===== src/logic/cksp_pkg.sv =====
package cksp_pkg;

	// ------------------------------------------------------------
	// bus geometry and register map
	// ------------------------------------------------------------
	localparam int AXI_ADDR_W = 8;
	localparam logic [7:0] OFF_OSC_CTRL = 8'h00;
	localparam logic [7:0] OFF_CLK_DIV = 8'h04;
	localparam logic [7:0] OFF_FB_DIV = 8'h08;
	localparam logic [1:0] RESP_OKAY = 2'h0;
	localparam logic [1:0] RESP_SLVERR = 2'h2;

	// ------------------------------------------------------------
	// field positions
	// ------------------------------------------------------------
	localparam int OC_CUR_LSB = 12;
	localparam int OC_NEW_LSB = 8;
	localparam int OC_SWLOCK_BIT = 7;
	localparam int OC_PLLLOCK_BIT = 5;
	localparam int OC_FAIL_BIT = 3;
	localparam int OC_SECEN_BIT = 1;
	localparam int OC_SWREQ_BIT = 0;
	localparam int CD_RCDIV_LSB = 8;
	localparam int CD_POST_LSB = 6;
	localparam int CD_PRE_LSB = 0;

	// ------------------------------------------------------------
	// reset values
	// ------------------------------------------------------------
	localparam logic [2:0] RST_SOURCE = 3'h7;
	localparam logic [1:0] RST_PRI_MODE = 2'h0;
	localparam logic [4:0] RST_PRESCALE = 5'h00;
	localparam logic [1:0] RST_POSTSCALE = 2'h0;
	localparam logic [2:0] RST_RC_DIV = 3'h0;
	localparam logic [8:0] RST_FB_DIV = 9'h030;

	// ------------------------------------------------------------
	// source codes, primary modes, fixed divisors
	// ------------------------------------------------------------
	localparam logic [2:0] SRC_FAST_RC = 3'h0;
	localparam logic [2:0] SRC_RC_PLL = 3'h1;
	localparam logic [2:0] SRC_PRIMARY = 3'h2;
	localparam logic [2:0] SRC_PRIMARY_PLL = 3'h3;
	localparam logic [2:0] SRC_SECONDARY = 3'h4;
	localparam logic [2:0] SRC_LOW_POWER_RC = 3'h5;
	localparam logic [2:0] SRC_RC_DIV16 = 3'h6;
	localparam logic [2:0] SRC_RC_DIVN = 3'h7;
	localparam logic [1:0] PRI_HIGH_SPEED_CRYSTAL = 2'h2;
	localparam logic [1:0] PRI_CRYSTAL = 2'h1;
	localparam logic [1:0] PRI_EXTERNAL_CLOCK = 2'h0;
	localparam logic [8:0] DIV_INSTR = 9'h002;
	localparam logic [8:0] DIV_RC16 = 9'h010;
	localparam logic [8:0] DIV_BASE = 9'h002;

	// ------------------------------------------------------------
	// carriers
	// ------------------------------------------------------------
	typedef struct packed {
		logic awvalid;
		logic [AXI_ADDR_W-1:0] awaddr;
		logic wvalid;
		logic [31:0] wdata;
		logic [3:0] wstrb;
		logic bready;
		logic arvalid;
		logic [AXI_ADDR_W-1:0] araddr;
		logic rready;
	} cksp_axi_req_s;

	typedef struct packed {
		logic awready;
		logic wready;
		logic bvalid;
		logic [1:0] bresp;
		logic arready;
		logic rvalid;
		logic [31:0] rdata;
		logic [1:0] rresp;
	} cksp_axi_rsp_s;

	typedef struct packed {
		logic [2:0] initial_source_select;
		logic [1:0] primary_osc_mode;
	} cksp_cfg_s;

	// one-cycle ticks, one per oscillator edge
	typedef struct packed {
		logic fast_rc_osc;
		logic high_speed_crystal;
		logic crystal_mode;
		logic external_clock_input;
		logic secondary_osc;
		logic low_power_rc_osc;
	} cksp_osc_ticks_s;

	typedef struct packed {
		logic [8:0] cnt;
		logic tick;
	} cksp_div_state_s;

	// ------------------------------------------------------------
	// decoding used by the clock select module
	// ------------------------------------------------------------
	function automatic logic cksp_is_pll(input logic [2:0] src);
		return (src == SRC_RC_PLL) || (src == SRC_PRIMARY_PLL);
	endfunction

	function automatic logic [8:0] cksp_plus_base(input logic [8:0] f);
		return 9'(f + DIV_BASE);
	endfunction

endpackage


===== src/logic/cksp_tick_div.sv =====
`timescale 1ns/1ps
`default_nettype none
// divides a tick stream by a runtime divisor; divisor 0 acts as 1
module cksp_tick_div (
	// clock and reset
	input wire logic clk_sys,
	input wire logic rst,
	// tick stream
	input wire logic tick_in,
	input wire logic [8:0] divisor,
	output logic tick_out
);
	import cksp_pkg::*;

	cksp_div_state_s q, d;

	always_comb begin
		d = q;
		d.tick = 1'b0;
		if (tick_in) begin
			if (9'(q.cnt + 9'h001) >= divisor) begin
				d.cnt = 9'h000;
				d.tick = 1'b1;
			end else begin
				d.cnt = 9'(q.cnt + 9'h001);
			end
		end
	end

	always_ff @(posedge clk_sys) begin
		if (rst) begin
			q <= '0;
		end else begin
			q <= d;
		end
	end

	assign tick_out = q.tick;

endmodule // cksp_tick_div
`default_nettype wire


===== src/logic/cksp_src_mux.sv =====
`timescale 1ns/1ps
`default_nettype none
// routes the oscillator ticks by source code and primary mode
module cksp_src_mux (
	// selection
	input wire logic [2:0] source,
	input wire logic [1:0] primary_osc_mode,
	// ticks in
	input wire cksp_pkg::cksp_osc_ticks_s ticks,
	input wire logic rc_div16_tick,
	input wire logic rc_divn_tick,
	// ticks out
	output logic pll_in_tick,
	output logic direct_tick
);
	import cksp_pkg::*;

	logic primary_tick;

	always_comb begin
		unique case (primary_osc_mode)
			PRI_HIGH_SPEED_CRYSTAL: primary_tick = ticks.high_speed_crystal;
			PRI_CRYSTAL: primary_tick = ticks.crystal_mode;
			PRI_EXTERNAL_CLOCK: primary_tick = ticks.external_clock_input;
			default: primary_tick = 1'b0;
		endcase
	end

	always_comb begin
		pll_in_tick = 1'b0;
		direct_tick = 1'b0;
		unique case (source)
			SRC_FAST_RC: direct_tick = ticks.fast_rc_osc;
			SRC_RC_PLL: pll_in_tick = ticks.fast_rc_osc;
			SRC_PRIMARY: direct_tick = primary_tick;
			SRC_PRIMARY_PLL: pll_in_tick = primary_tick;
			SRC_SECONDARY: direct_tick = ticks.secondary_osc;
			SRC_LOW_POWER_RC: direct_tick = ticks.low_power_rc_osc;
			SRC_RC_DIV16: direct_tick = rc_div16_tick;
			SRC_RC_DIVN: direct_tick = rc_divn_tick;
		endcase
	end

endmodule // cksp_src_mux
`default_nettype wire


===== src/logic/cksp_clock_select.sv =====
`timescale 1ns/1ps
`default_nettype none
// Operation
// - initial source comes from 3-bit source and 2-bit primary mode configuration
// - erased part starts in fast RC divide-by-N mode, code 111
// - source code maps to RC, RC+PLL, primary, primary+PLL, secondary, LOW_POWER_RC_OSC, div16, divN
// - primary mode 10 high-speed crystal, 01 crystal, 00 external clock
// - instruction clock is oscillator or PLL output divided by two
// - instruction clock up to 40 MHz is supported
// - only primary or fast RC feed the PLL, and only in PLL modes
// - PLL input divided by prescale N1 of 2 to 33 from 5-bit field
// - 9-bit feedback field sets VCO multiplication factor M
// - VCO output divided by postscale N2 of 2, 4 or 8
// - PLL output equals input times M over N1 times N2
// - prescale field zero gives division by two
// - feedback field 0x1E gives multiplication by 32
// - postscale field zero gives division by two
// - divide-by-N mode divides fast RC by 2 to 256 via 3-bit field
module cksp_clock_select (
	// clock and reset
	input wire logic clk_sys,
	input wire logic rst,
	// nonvolatile configuration
	input wire cksp_pkg::cksp_cfg_s cfg,
	// oscillators and analog PLL
	input wire cksp_pkg::cksp_osc_ticks_s osc_ticks,
	input wire logic pll_vco_tick,
	input wire logic pll_locked,
	input wire logic clock_fail_event,
	// register bus
	input wire cksp_pkg::cksp_axi_req_s axi_req,
	output cksp_pkg::cksp_axi_rsp_s axi_rsp,
	// clock outputs
	output logic osc_tick,
	output logic instruction_tick,
	output logic pll_ref_tick,
	output logic [8:0] pll_mult,
	output logic pll_enable,
	output logic secondary_osc_enable,
	output logic [2:0] active_source
);
	import cksp_pkg::*;

	typedef struct packed {
		logic init_done;
		logic [2:0] current_source;
		logic [2:0] new_source;
		logic [1:0] primary_osc_mode;
		logic switch_lock_bit;
		logic pll_lock;
		logic clock_fail_flag;
		logic secondary_osc_enable;
		logic switch_request;
		logic [4:0] pll_input_prescale;
		logic [1:0] pll_output_postscale;
		logic [2:0] rc_output_divider;
		logic [8:0] pll_feedback_divisor;
		logic [8:0] pll_mult;
		logic pll_enable;
		logic osc_tick;
		logic aw_got;
		logic [AXI_ADDR_W-1:0] awaddr;
		logic w_got;
		logic [15:0] wdata;
		logic [1:0] wstrb;
		cksp_axi_rsp_s rsp;
	} cksp_top_state_s;

	cksp_top_state_s q, d;

	// state after reset; the source matches an erased configuration
	localparam cksp_top_state_s RST_STATE = '{
		current_source: RST_SOURCE,
		new_source: RST_SOURCE,
		primary_osc_mode: RST_PRI_MODE,
		pll_input_prescale: RST_PRESCALE,
		pll_output_postscale: RST_POSTSCALE,
		rc_output_divider: RST_RC_DIV,
		pll_feedback_divisor: RST_FB_DIV,
		pll_mult: 9'(RST_FB_DIV + DIV_BASE),
		default: '0
	};

	// ------------------------------------------------------------
	// divisor arithmetic, write strobe merge and address decode
	// ------------------------------------------------------------
	function automatic logic [8:0] prescale_n1(input logic [4:0] f);
		return cksp_plus_base({4'h0, f});
	endfunction

	function automatic logic [8:0] feedback_m(input logic [8:0] f);
		return cksp_plus_base(f);
	endfunction

	function automatic logic [8:0] postscale_n2(input logic [1:0] f);
		unique case (f)
			2'h0: return 9'h002;
			2'h1: return 9'h004;
			default: return 9'h008;
		endcase
	endfunction

	function automatic logic [15:0] merge16(input logic [15:0] old, input logic [15:0] wd,
			input logic [1:0] strb);
		logic [15:0] m;
		m = {{8{strb[1]}}, {8{strb[0]}}};
		return (old & ~m) | (wd & m);
	endfunction

	function automatic logic addr_is(input logic [AXI_ADDR_W-1:0] a, input logic [7:0] off);
		return {a[7:2], 2'b00} == off;
	endfunction

	// ------------------------------------------------------------
	// register images
	// ------------------------------------------------------------
	logic [15:0] osc_ctrl_img;
	logic [15:0] clk_div_img;
	logic [15:0] fb_div_img;

	always_comb begin
		osc_ctrl_img = 16'h0000;
		osc_ctrl_img[OC_CUR_LSB +: 3] = q.current_source;
		osc_ctrl_img[OC_NEW_LSB +: 3] = q.new_source;
		osc_ctrl_img[OC_SWLOCK_BIT] = q.switch_lock_bit;
		osc_ctrl_img[OC_PLLLOCK_BIT] = q.pll_lock;
		osc_ctrl_img[OC_FAIL_BIT] = q.clock_fail_flag;
		osc_ctrl_img[OC_SECEN_BIT] = q.secondary_osc_enable;
		osc_ctrl_img[OC_SWREQ_BIT] = q.switch_request;
		clk_div_img = 16'h0000;
		clk_div_img[CD_RCDIV_LSB +: 3] = q.rc_output_divider;
		clk_div_img[CD_POST_LSB +: 2] = q.pll_output_postscale;
		clk_div_img[CD_PRE_LSB +: 5] = q.pll_input_prescale;
		fb_div_img = {7'h00, q.pll_feedback_divisor};
	end

	// ------------------------------------------------------------
	// divider chain
	// ------------------------------------------------------------
	logic rc_div16_tick;
	logic rc_divn_tick;
	logic pll_in_tick;
	logic direct_tick;
	logic pll_ref;
	logic pll_post_tick;
	logic instr_tick;

	cksp_tick_div u_rc_div16 (
		.clk_sys(clk_sys),
		.rst(rst),
		.tick_in(osc_ticks.fast_rc_osc),
		.divisor(DIV_RC16),
		.tick_out(rc_div16_tick)
	);

	cksp_tick_div u_rc_divn (
		.clk_sys(clk_sys),
		.rst(rst),
		.tick_in(osc_ticks.fast_rc_osc),
		.divisor(9'(DIV_BASE << q.rc_output_divider)),
		.tick_out(rc_divn_tick)
	);

	cksp_src_mux u_mux (
		.source(q.current_source),
		.primary_osc_mode(q.primary_osc_mode),
		.ticks(osc_ticks),
		.rc_div16_tick(rc_div16_tick),
		.rc_divn_tick(rc_divn_tick),
		.pll_in_tick(pll_in_tick),
		.direct_tick(direct_tick)
	);

	cksp_tick_div u_prescale (
		.clk_sys(clk_sys),
		.rst(rst),
		.tick_in(pll_in_tick),
		.divisor(prescale_n1(q.pll_input_prescale)),
		.tick_out(pll_ref)
	);

	// the VCO multiplies the reference by pll_mult; its edges come back here
	cksp_tick_div u_postscale (
		.clk_sys(clk_sys),
		.rst(rst),
		.tick_in(pll_vco_tick & q.pll_enable),
		.divisor(postscale_n2(q.pll_output_postscale)),
		.tick_out(pll_post_tick)
	);

	// instruction rate is half the oscillator rate, 40 MHz at an 80 MHz source
	cksp_tick_div u_instr (
		.clk_sys(clk_sys),
		.rst(rst),
		.tick_in(q.osc_tick),
		.divisor(DIV_INSTR),
		.tick_out(instr_tick)
	);

	// ------------------------------------------------------------
	// next state
	// ------------------------------------------------------------
	logic [15:0] wr_img;

	always_comb begin
		d = q;
		wr_img = 16'h0000;

		// configuration capture in the first cycle after reset
		if (!q.init_done) begin
			d.init_done = 1'b1;
			d.current_source = cfg.initial_source_select;
			d.new_source = cfg.initial_source_select;
			d.primary_osc_mode = cfg.primary_osc_mode;
		end

		// a pending switch takes effect one cycle after the request
		if (q.switch_request) begin
			d.current_source = q.new_source;
			d.switch_request = 1'b0;
		end

		d.pll_lock = pll_locked;
		d.pll_mult = feedback_m(q.pll_feedback_divisor);
		d.osc_tick = q.pll_enable ? pll_post_tick : direct_tick;

		// write address and write data are taken in either order
		if (axi_req.awvalid && q.rsp.awready) begin
			d.aw_got = 1'b1;
			d.awaddr = axi_req.awaddr;
		end
		if (axi_req.wvalid && q.rsp.wready) begin
			d.w_got = 1'b1;
			d.wdata = axi_req.wdata[15:0];
			d.wstrb = axi_req.wstrb[1:0];
		end

		// both halves held: update the register and raise the response
		if (q.aw_got && q.w_got && !q.rsp.bvalid) begin
			d.rsp.bvalid = 1'b1;
			d.rsp.bresp = RESP_OKAY;
			if (addr_is(q.awaddr, OFF_OSC_CTRL)) begin
				wr_img = merge16(osc_ctrl_img, q.wdata, q.wstrb);
				d.new_source = wr_img[OC_NEW_LSB +: 3];
				d.switch_lock_bit = wr_img[OC_SWLOCK_BIT];
				d.secondary_osc_enable = wr_img[OC_SECEN_BIT];
				d.switch_request = wr_img[OC_SWREQ_BIT];
				// the fail flag can only be cleared from software
				if (!wr_img[OC_FAIL_BIT]) begin
					d.clock_fail_flag = 1'b0;
				end
			end else if (addr_is(q.awaddr, OFF_CLK_DIV)) begin
				wr_img = merge16(clk_div_img, q.wdata, q.wstrb);
				d.rc_output_divider = wr_img[CD_RCDIV_LSB +: 3];
				d.pll_output_postscale = wr_img[CD_POST_LSB +: 2];
				d.pll_input_prescale = wr_img[CD_PRE_LSB +: 5];
			end else if (addr_is(q.awaddr, OFF_FB_DIV)) begin
				wr_img = merge16(fb_div_img, q.wdata, q.wstrb);
				d.pll_feedback_divisor = wr_img[8:0];
			end else begin
				d.rsp.bresp = RESP_SLVERR;
			end
		end
		if (q.rsp.bvalid && axi_req.bready) begin
			d.rsp.bvalid = 1'b0;
			d.aw_got = 1'b0;
			d.w_got = 1'b0;
		end

		// a failure seen in the same cycle as a clear leaves the flag set
		if (clock_fail_event) begin
			d.clock_fail_flag = 1'b1;
		end

		// read channel: one read at a time, data held until taken
		if (axi_req.arvalid && q.rsp.arready) begin
			d.rsp.rvalid = 1'b1;
			d.rsp.rresp = RESP_OKAY;
			if (addr_is(axi_req.araddr, OFF_OSC_CTRL)) begin
				d.rsp.rdata = {16'h0000, osc_ctrl_img};
			end else if (addr_is(axi_req.araddr, OFF_CLK_DIV)) begin
				d.rsp.rdata = {16'h0000, clk_div_img};
			end else if (addr_is(axi_req.araddr, OFF_FB_DIV)) begin
				d.rsp.rdata = {16'h0000, fb_div_img};
			end else begin
				d.rsp.rdata = 32'h0000_0000;
				d.rsp.rresp = RESP_SLVERR;
			end
		end
		if (q.rsp.rvalid && axi_req.rready) begin
			d.rsp.rvalid = 1'b0;
		end

		// ready levels follow the held state, so each is a register
		d.rsp.awready = !d.aw_got;
		d.rsp.wready = !d.w_got;
		d.rsp.arready = !d.rsp.rvalid;
		d.pll_enable = cksp_is_pll(d.current_source);
	end

	// ------------------------------------------------------------
	// state register and outputs
	// ------------------------------------------------------------
	always_ff @(posedge clk_sys) begin
		if (rst) begin
			q <= RST_STATE;
		end else begin
			q <= d;
		end
	end

	assign axi_rsp = q.rsp;
	assign osc_tick = q.osc_tick;
	assign instruction_tick = instr_tick;
	assign pll_ref_tick = pll_ref;
	assign pll_mult = q.pll_mult;
	assign pll_enable = q.pll_enable;
	assign secondary_osc_enable = q.secondary_osc_enable;
	assign active_source = q.current_source;

endmodule // cksp_clock_select
`default_nettype wire


===== config.mk =====
export PLATFORM = sky130hd
export DESIGN_NAME = cksp_clock_select
export DESIGN_NICKNAME = d
export VERILOG_FILES = /design/src/logic/cksp_pkg.sv /design/src/logic/cksp_tick_div.sv /design/src/logic/cksp_src_mux.sv /design/src/logic/cksp_clock_select.sv
export SDC_FILE = /design/constraint.sdc
export NUM_CORES = 1
export LEC_CHECK = 0
export BUFFER_PORTS_ARGS = -buffer_cell sky130_fd_sc_hd__buf_2
export CAP_MARGIN = 20
export CORE_UTILIZATION = 35
export CTS_BUF_LIST = sky130_fd_sc_hd__clkbuf_2 sky130_fd_sc_hd__clkbuf_4 sky130_fd_sc_hd__clkbuf_8
export CTS_CLUSTER_DIAMETER = 80
export DETAILED_ROUTE_END_ITERATION = 10
export GPL_TIMING_DRIVEN = 0
export SLEW_MARGIN = 20
export SYNTH_ARGS = -nofsm -noshare
export SYNTH_HDL_FRONTEND = slang
export SYNTH_SLANG_ARGS = --single-unit

===== constraint.sdc =====
create_clock -name clk_sys -period 3.2 [get_ports clk_sys]
set_input_delay 0.48 -clock clk_sys [delete_from_list [all_inputs] [get_ports clk_sys]]
set_output_delay 0.48 -clock clk_sys [all_outputs]
set_load 0.1 [all_outputs]

==> run_results.csv <==
group,metric,value,unit
status,run_status,"complete, but fails checks",
status,violations,"design-rule violations",
timing,report.final.setup_viol,0,
detailed_routing,drc,6,
place,dp.cells,1093,
cts,clock_latency,0.45,ns
grt,overflow,0,
timing,setup_ws,0.250,ns
floorplan,die_area,19300,sq um
place,post-dp-hpwl,12.0,mm
synthesis,synth_edf_count,0,
cts,cts_htree_levels,4,
place,globalplace.congestion,0.823,
layout,multi_input_area,3320,sq um
synthesis,synthArstFlopShare,0,
power,pwr_density_cell,490,nW/um^2
cts,cts_tree,"built",
worst_hold_path,hp-class,"input port to flop",
grt,grt_pass1_wl,25.8,mm
detailed_routing,wl_per_cell,14.3,um
detailed_routing,drt_iter0_drc,253,
timing,grt_setup_unrepaired,"no",
floorplan,fp.coreArea,18200,sq um
synthesis,synth_seq_area_share,0.414,
floorplan,die_x,139,um
grt,grt_pass1_vias,5012,
floorplan,fp-row-count,49,
cts,numCtsBuffers,17,
critical_path,path_class,"flop to flop",
critical_path,crit_required,3.55,ns
power,max-vdd-ir-drop,0.000247,V
timing,max_slew_margin,0.454,
layout,n_fill_cell,1884,
place,port_buffers,82,
floorplan,start_util,0.361,
cts,clk_pin_slew,0.08,ns
cts,ctsRootBufferMaster,"clkbuf_8",
detailed_routing,vias,5522,
timing,worstMarginPinSlew,0.819,ns
detailed_routing,ant_nets,0,
layout,finalInstanceArea,7750,sq um
synthesis,ys_seq_elements,136,
place,dpl_cell_area,7350,sq um
power,total_power,3.80,mW
floorplan,ios,131,
grt,grt_max_degree,17,
detailed_routing,finalWirelength,16.1,mm
timing,final_max_slew_viol_count,0,
layout,finalNonFillerCells,1125,
cts,cts.sinks,136,
layout,regArea,2720,sq um
timing,period_share,0.922,
place,pre_cts_ws,0.0452,ns
layout,area_growth,17.9,%
layout,fin_util,0.426,
synthesis,yosysWarnings,0,
layout,final_nets,982,
critical_path,arrival,3.30,ns
detailed_routing,first_pass_iters,8,
timing,skew,0.0113,ns
synthesis,synthesis.area,6580,sq um
synthesis,syn_area_per_cell,8.62,sq um
synthesis,postSynthCellCount,763,
synthesis,synth_flop_cell,"dfxtp_1",
detailed_routing,vias_per_cell,4.91,
timing,hold_violations,0,
job,cap_violations,0,
synthesis,ys_types,58,
timing,whs,0.256,ns
layout,drive_gt1_frac,0.217,
critical_path,path_max_fanout,10,
timing,period_minus_slack,2.95,ns
grt,grt_use_total,0.171,
cts,cts_max_path_buffers,2,
power,power.leakage,3.34,nW
timing,fmax,339,MHz
critical_path,cp-end-kind,"flop",
cts,hold_buffers,0,
floorplan,die_h,139,um
timing,setup_tns,0,ns
critical_path,worst_setup_path_start_kind,"flop",
layout,n_antenna_cell,0,
grt,antenna_found_initial,0,
[worst paths after layout]
check,start,to,slack (ns),cells after the start
worst min register to register,axi_rsp[12],axi_rsp[12],0.45,2
worst max register to register,u_rc_divn.q[1],u_rc_divn.q[7],0.25,11
worst min-delay path,axi_req[20],q[48],0.26,3
worst max-delay path,u_rc_divn.q[1],u_rc_divn.q[7],0.25,11
[worst max-delay path, cell delays in order, from the launching register on]
cell and delay (ns):
dfxtp_1 0.38, ha_1 0.23, nand3_1 0.21, nor3_1 0.28
xor2_1 0.23, ha_1 0.28, a211oi_1 0.23, o21ai_0 0.12
o22ai_1 0.30, buf_4 0.24, a21boi_0 0.10, o32ai_1 0.23
[what timing repair did]
action / CTS / global route
setup endpoints to repair: 0 / 9
resized for setup: 0 / 5
setup buffers: 0 / 0
[synthesized netlist by cell type (4+ instances only)]
cell        n  area (sq um)
nand3_1    46           230
a21o_1      5          37.5
inv_1      16          60.1
nand4b_1    5          43.8
xnor2_1    13           114
a221oi_1    9          78.8
nor2b_1    13          81.3
buf_2       4          20.0
mux2_2      7          78.8
buf_1       5          18.8
and3_1     11          68.8
mux2i_1    21           210
a21boi_0    4          30.0
nor4_1      4          25.0
nor3b_1     5          37.5
o32ai_1     4          35.0
nor2_1     56           210
a21oi_1    55           275
a31oi_1     9          56.3
nand2_1    92           345
buf_4      54           405
nor3_1     17          85.1
o21ai_0    12          60.1
clkbuf_1   25          93.8
and2_1     19           119
dfxtp_1   136          2720
ha_1       26           325
nand2b_1   10          62.6
a211oi_1    9          67.6
nand4_1    12          75.1
nand3b_1    7          52.6
xor2_1     13           114
[logic make-up (layout without fill, tap and decap cells)]
logic type,count (synthesis),count (layout),synth area share
buffers and inverters,105,219,0.0926
muxes,29,29,0.0474
adders and majority gates,26,26,0.0495
and+or+nand+nor,313,313,0.238
other,1,20,0.000570
xor gates and xnor gates,26,26,0.0346
AOI/OAI and AO/OA,127,127,0.123
DFF,136,136,0.414
[report_power, final]
part | leakage, nW | internal, mW | switching [mW]
logic | 2.04 | 0.155 | 0.414
clock network | 0.195 | 0.739 | 0.706
registers | 1.10 | 1.74 | 0.0485
[layout make-up]
| cell class | instances | share of cell area |
|---|---|---|
| Tap cell | 229 | 0.0369 |
| Buffer | 89 | 0.0713 |
| Timing Repair Buffer | 82 | 0.0529 |
| Inverter | 16 | 0.00774 |
| Sequential cell | 136 | 0.351 |
| Multi-Input combinational cell | 541 | 0.428 |
| Clock buffer | 19 | 0.0337 |
| Clock inverter | 13 | 0.0186 |
[cells in the final DEF (no fill, tap or decap), drive strengths merged, types with 17 or more instances in the layout]
master | netlist | layout
nand3 | 46 | 46
mux2i | 21 | 21
inv | 16 | 19
a21oi | 55 | 55
and2 | 20 | 20
clkbuf | 25 | 43
dfxtp | 136 | 136
buf | 64 | 147
nor2 | 56 | 56
ha | 26 | 26
conb | 1 | 20
nand2 | 93 | 93
nor3 | 17 | 17
[metal layers]
layer	part of all wire	vias to the layer above	track usage
met5	0	-	0
met3	0.042	14	0.0425
met2	0.44	124	0.261
li1	-	2838	-
met1	0.51	2546	0.239
met4	0.0080	0	0.0421
Note: power is estimated with default switching activity, not from simulation.
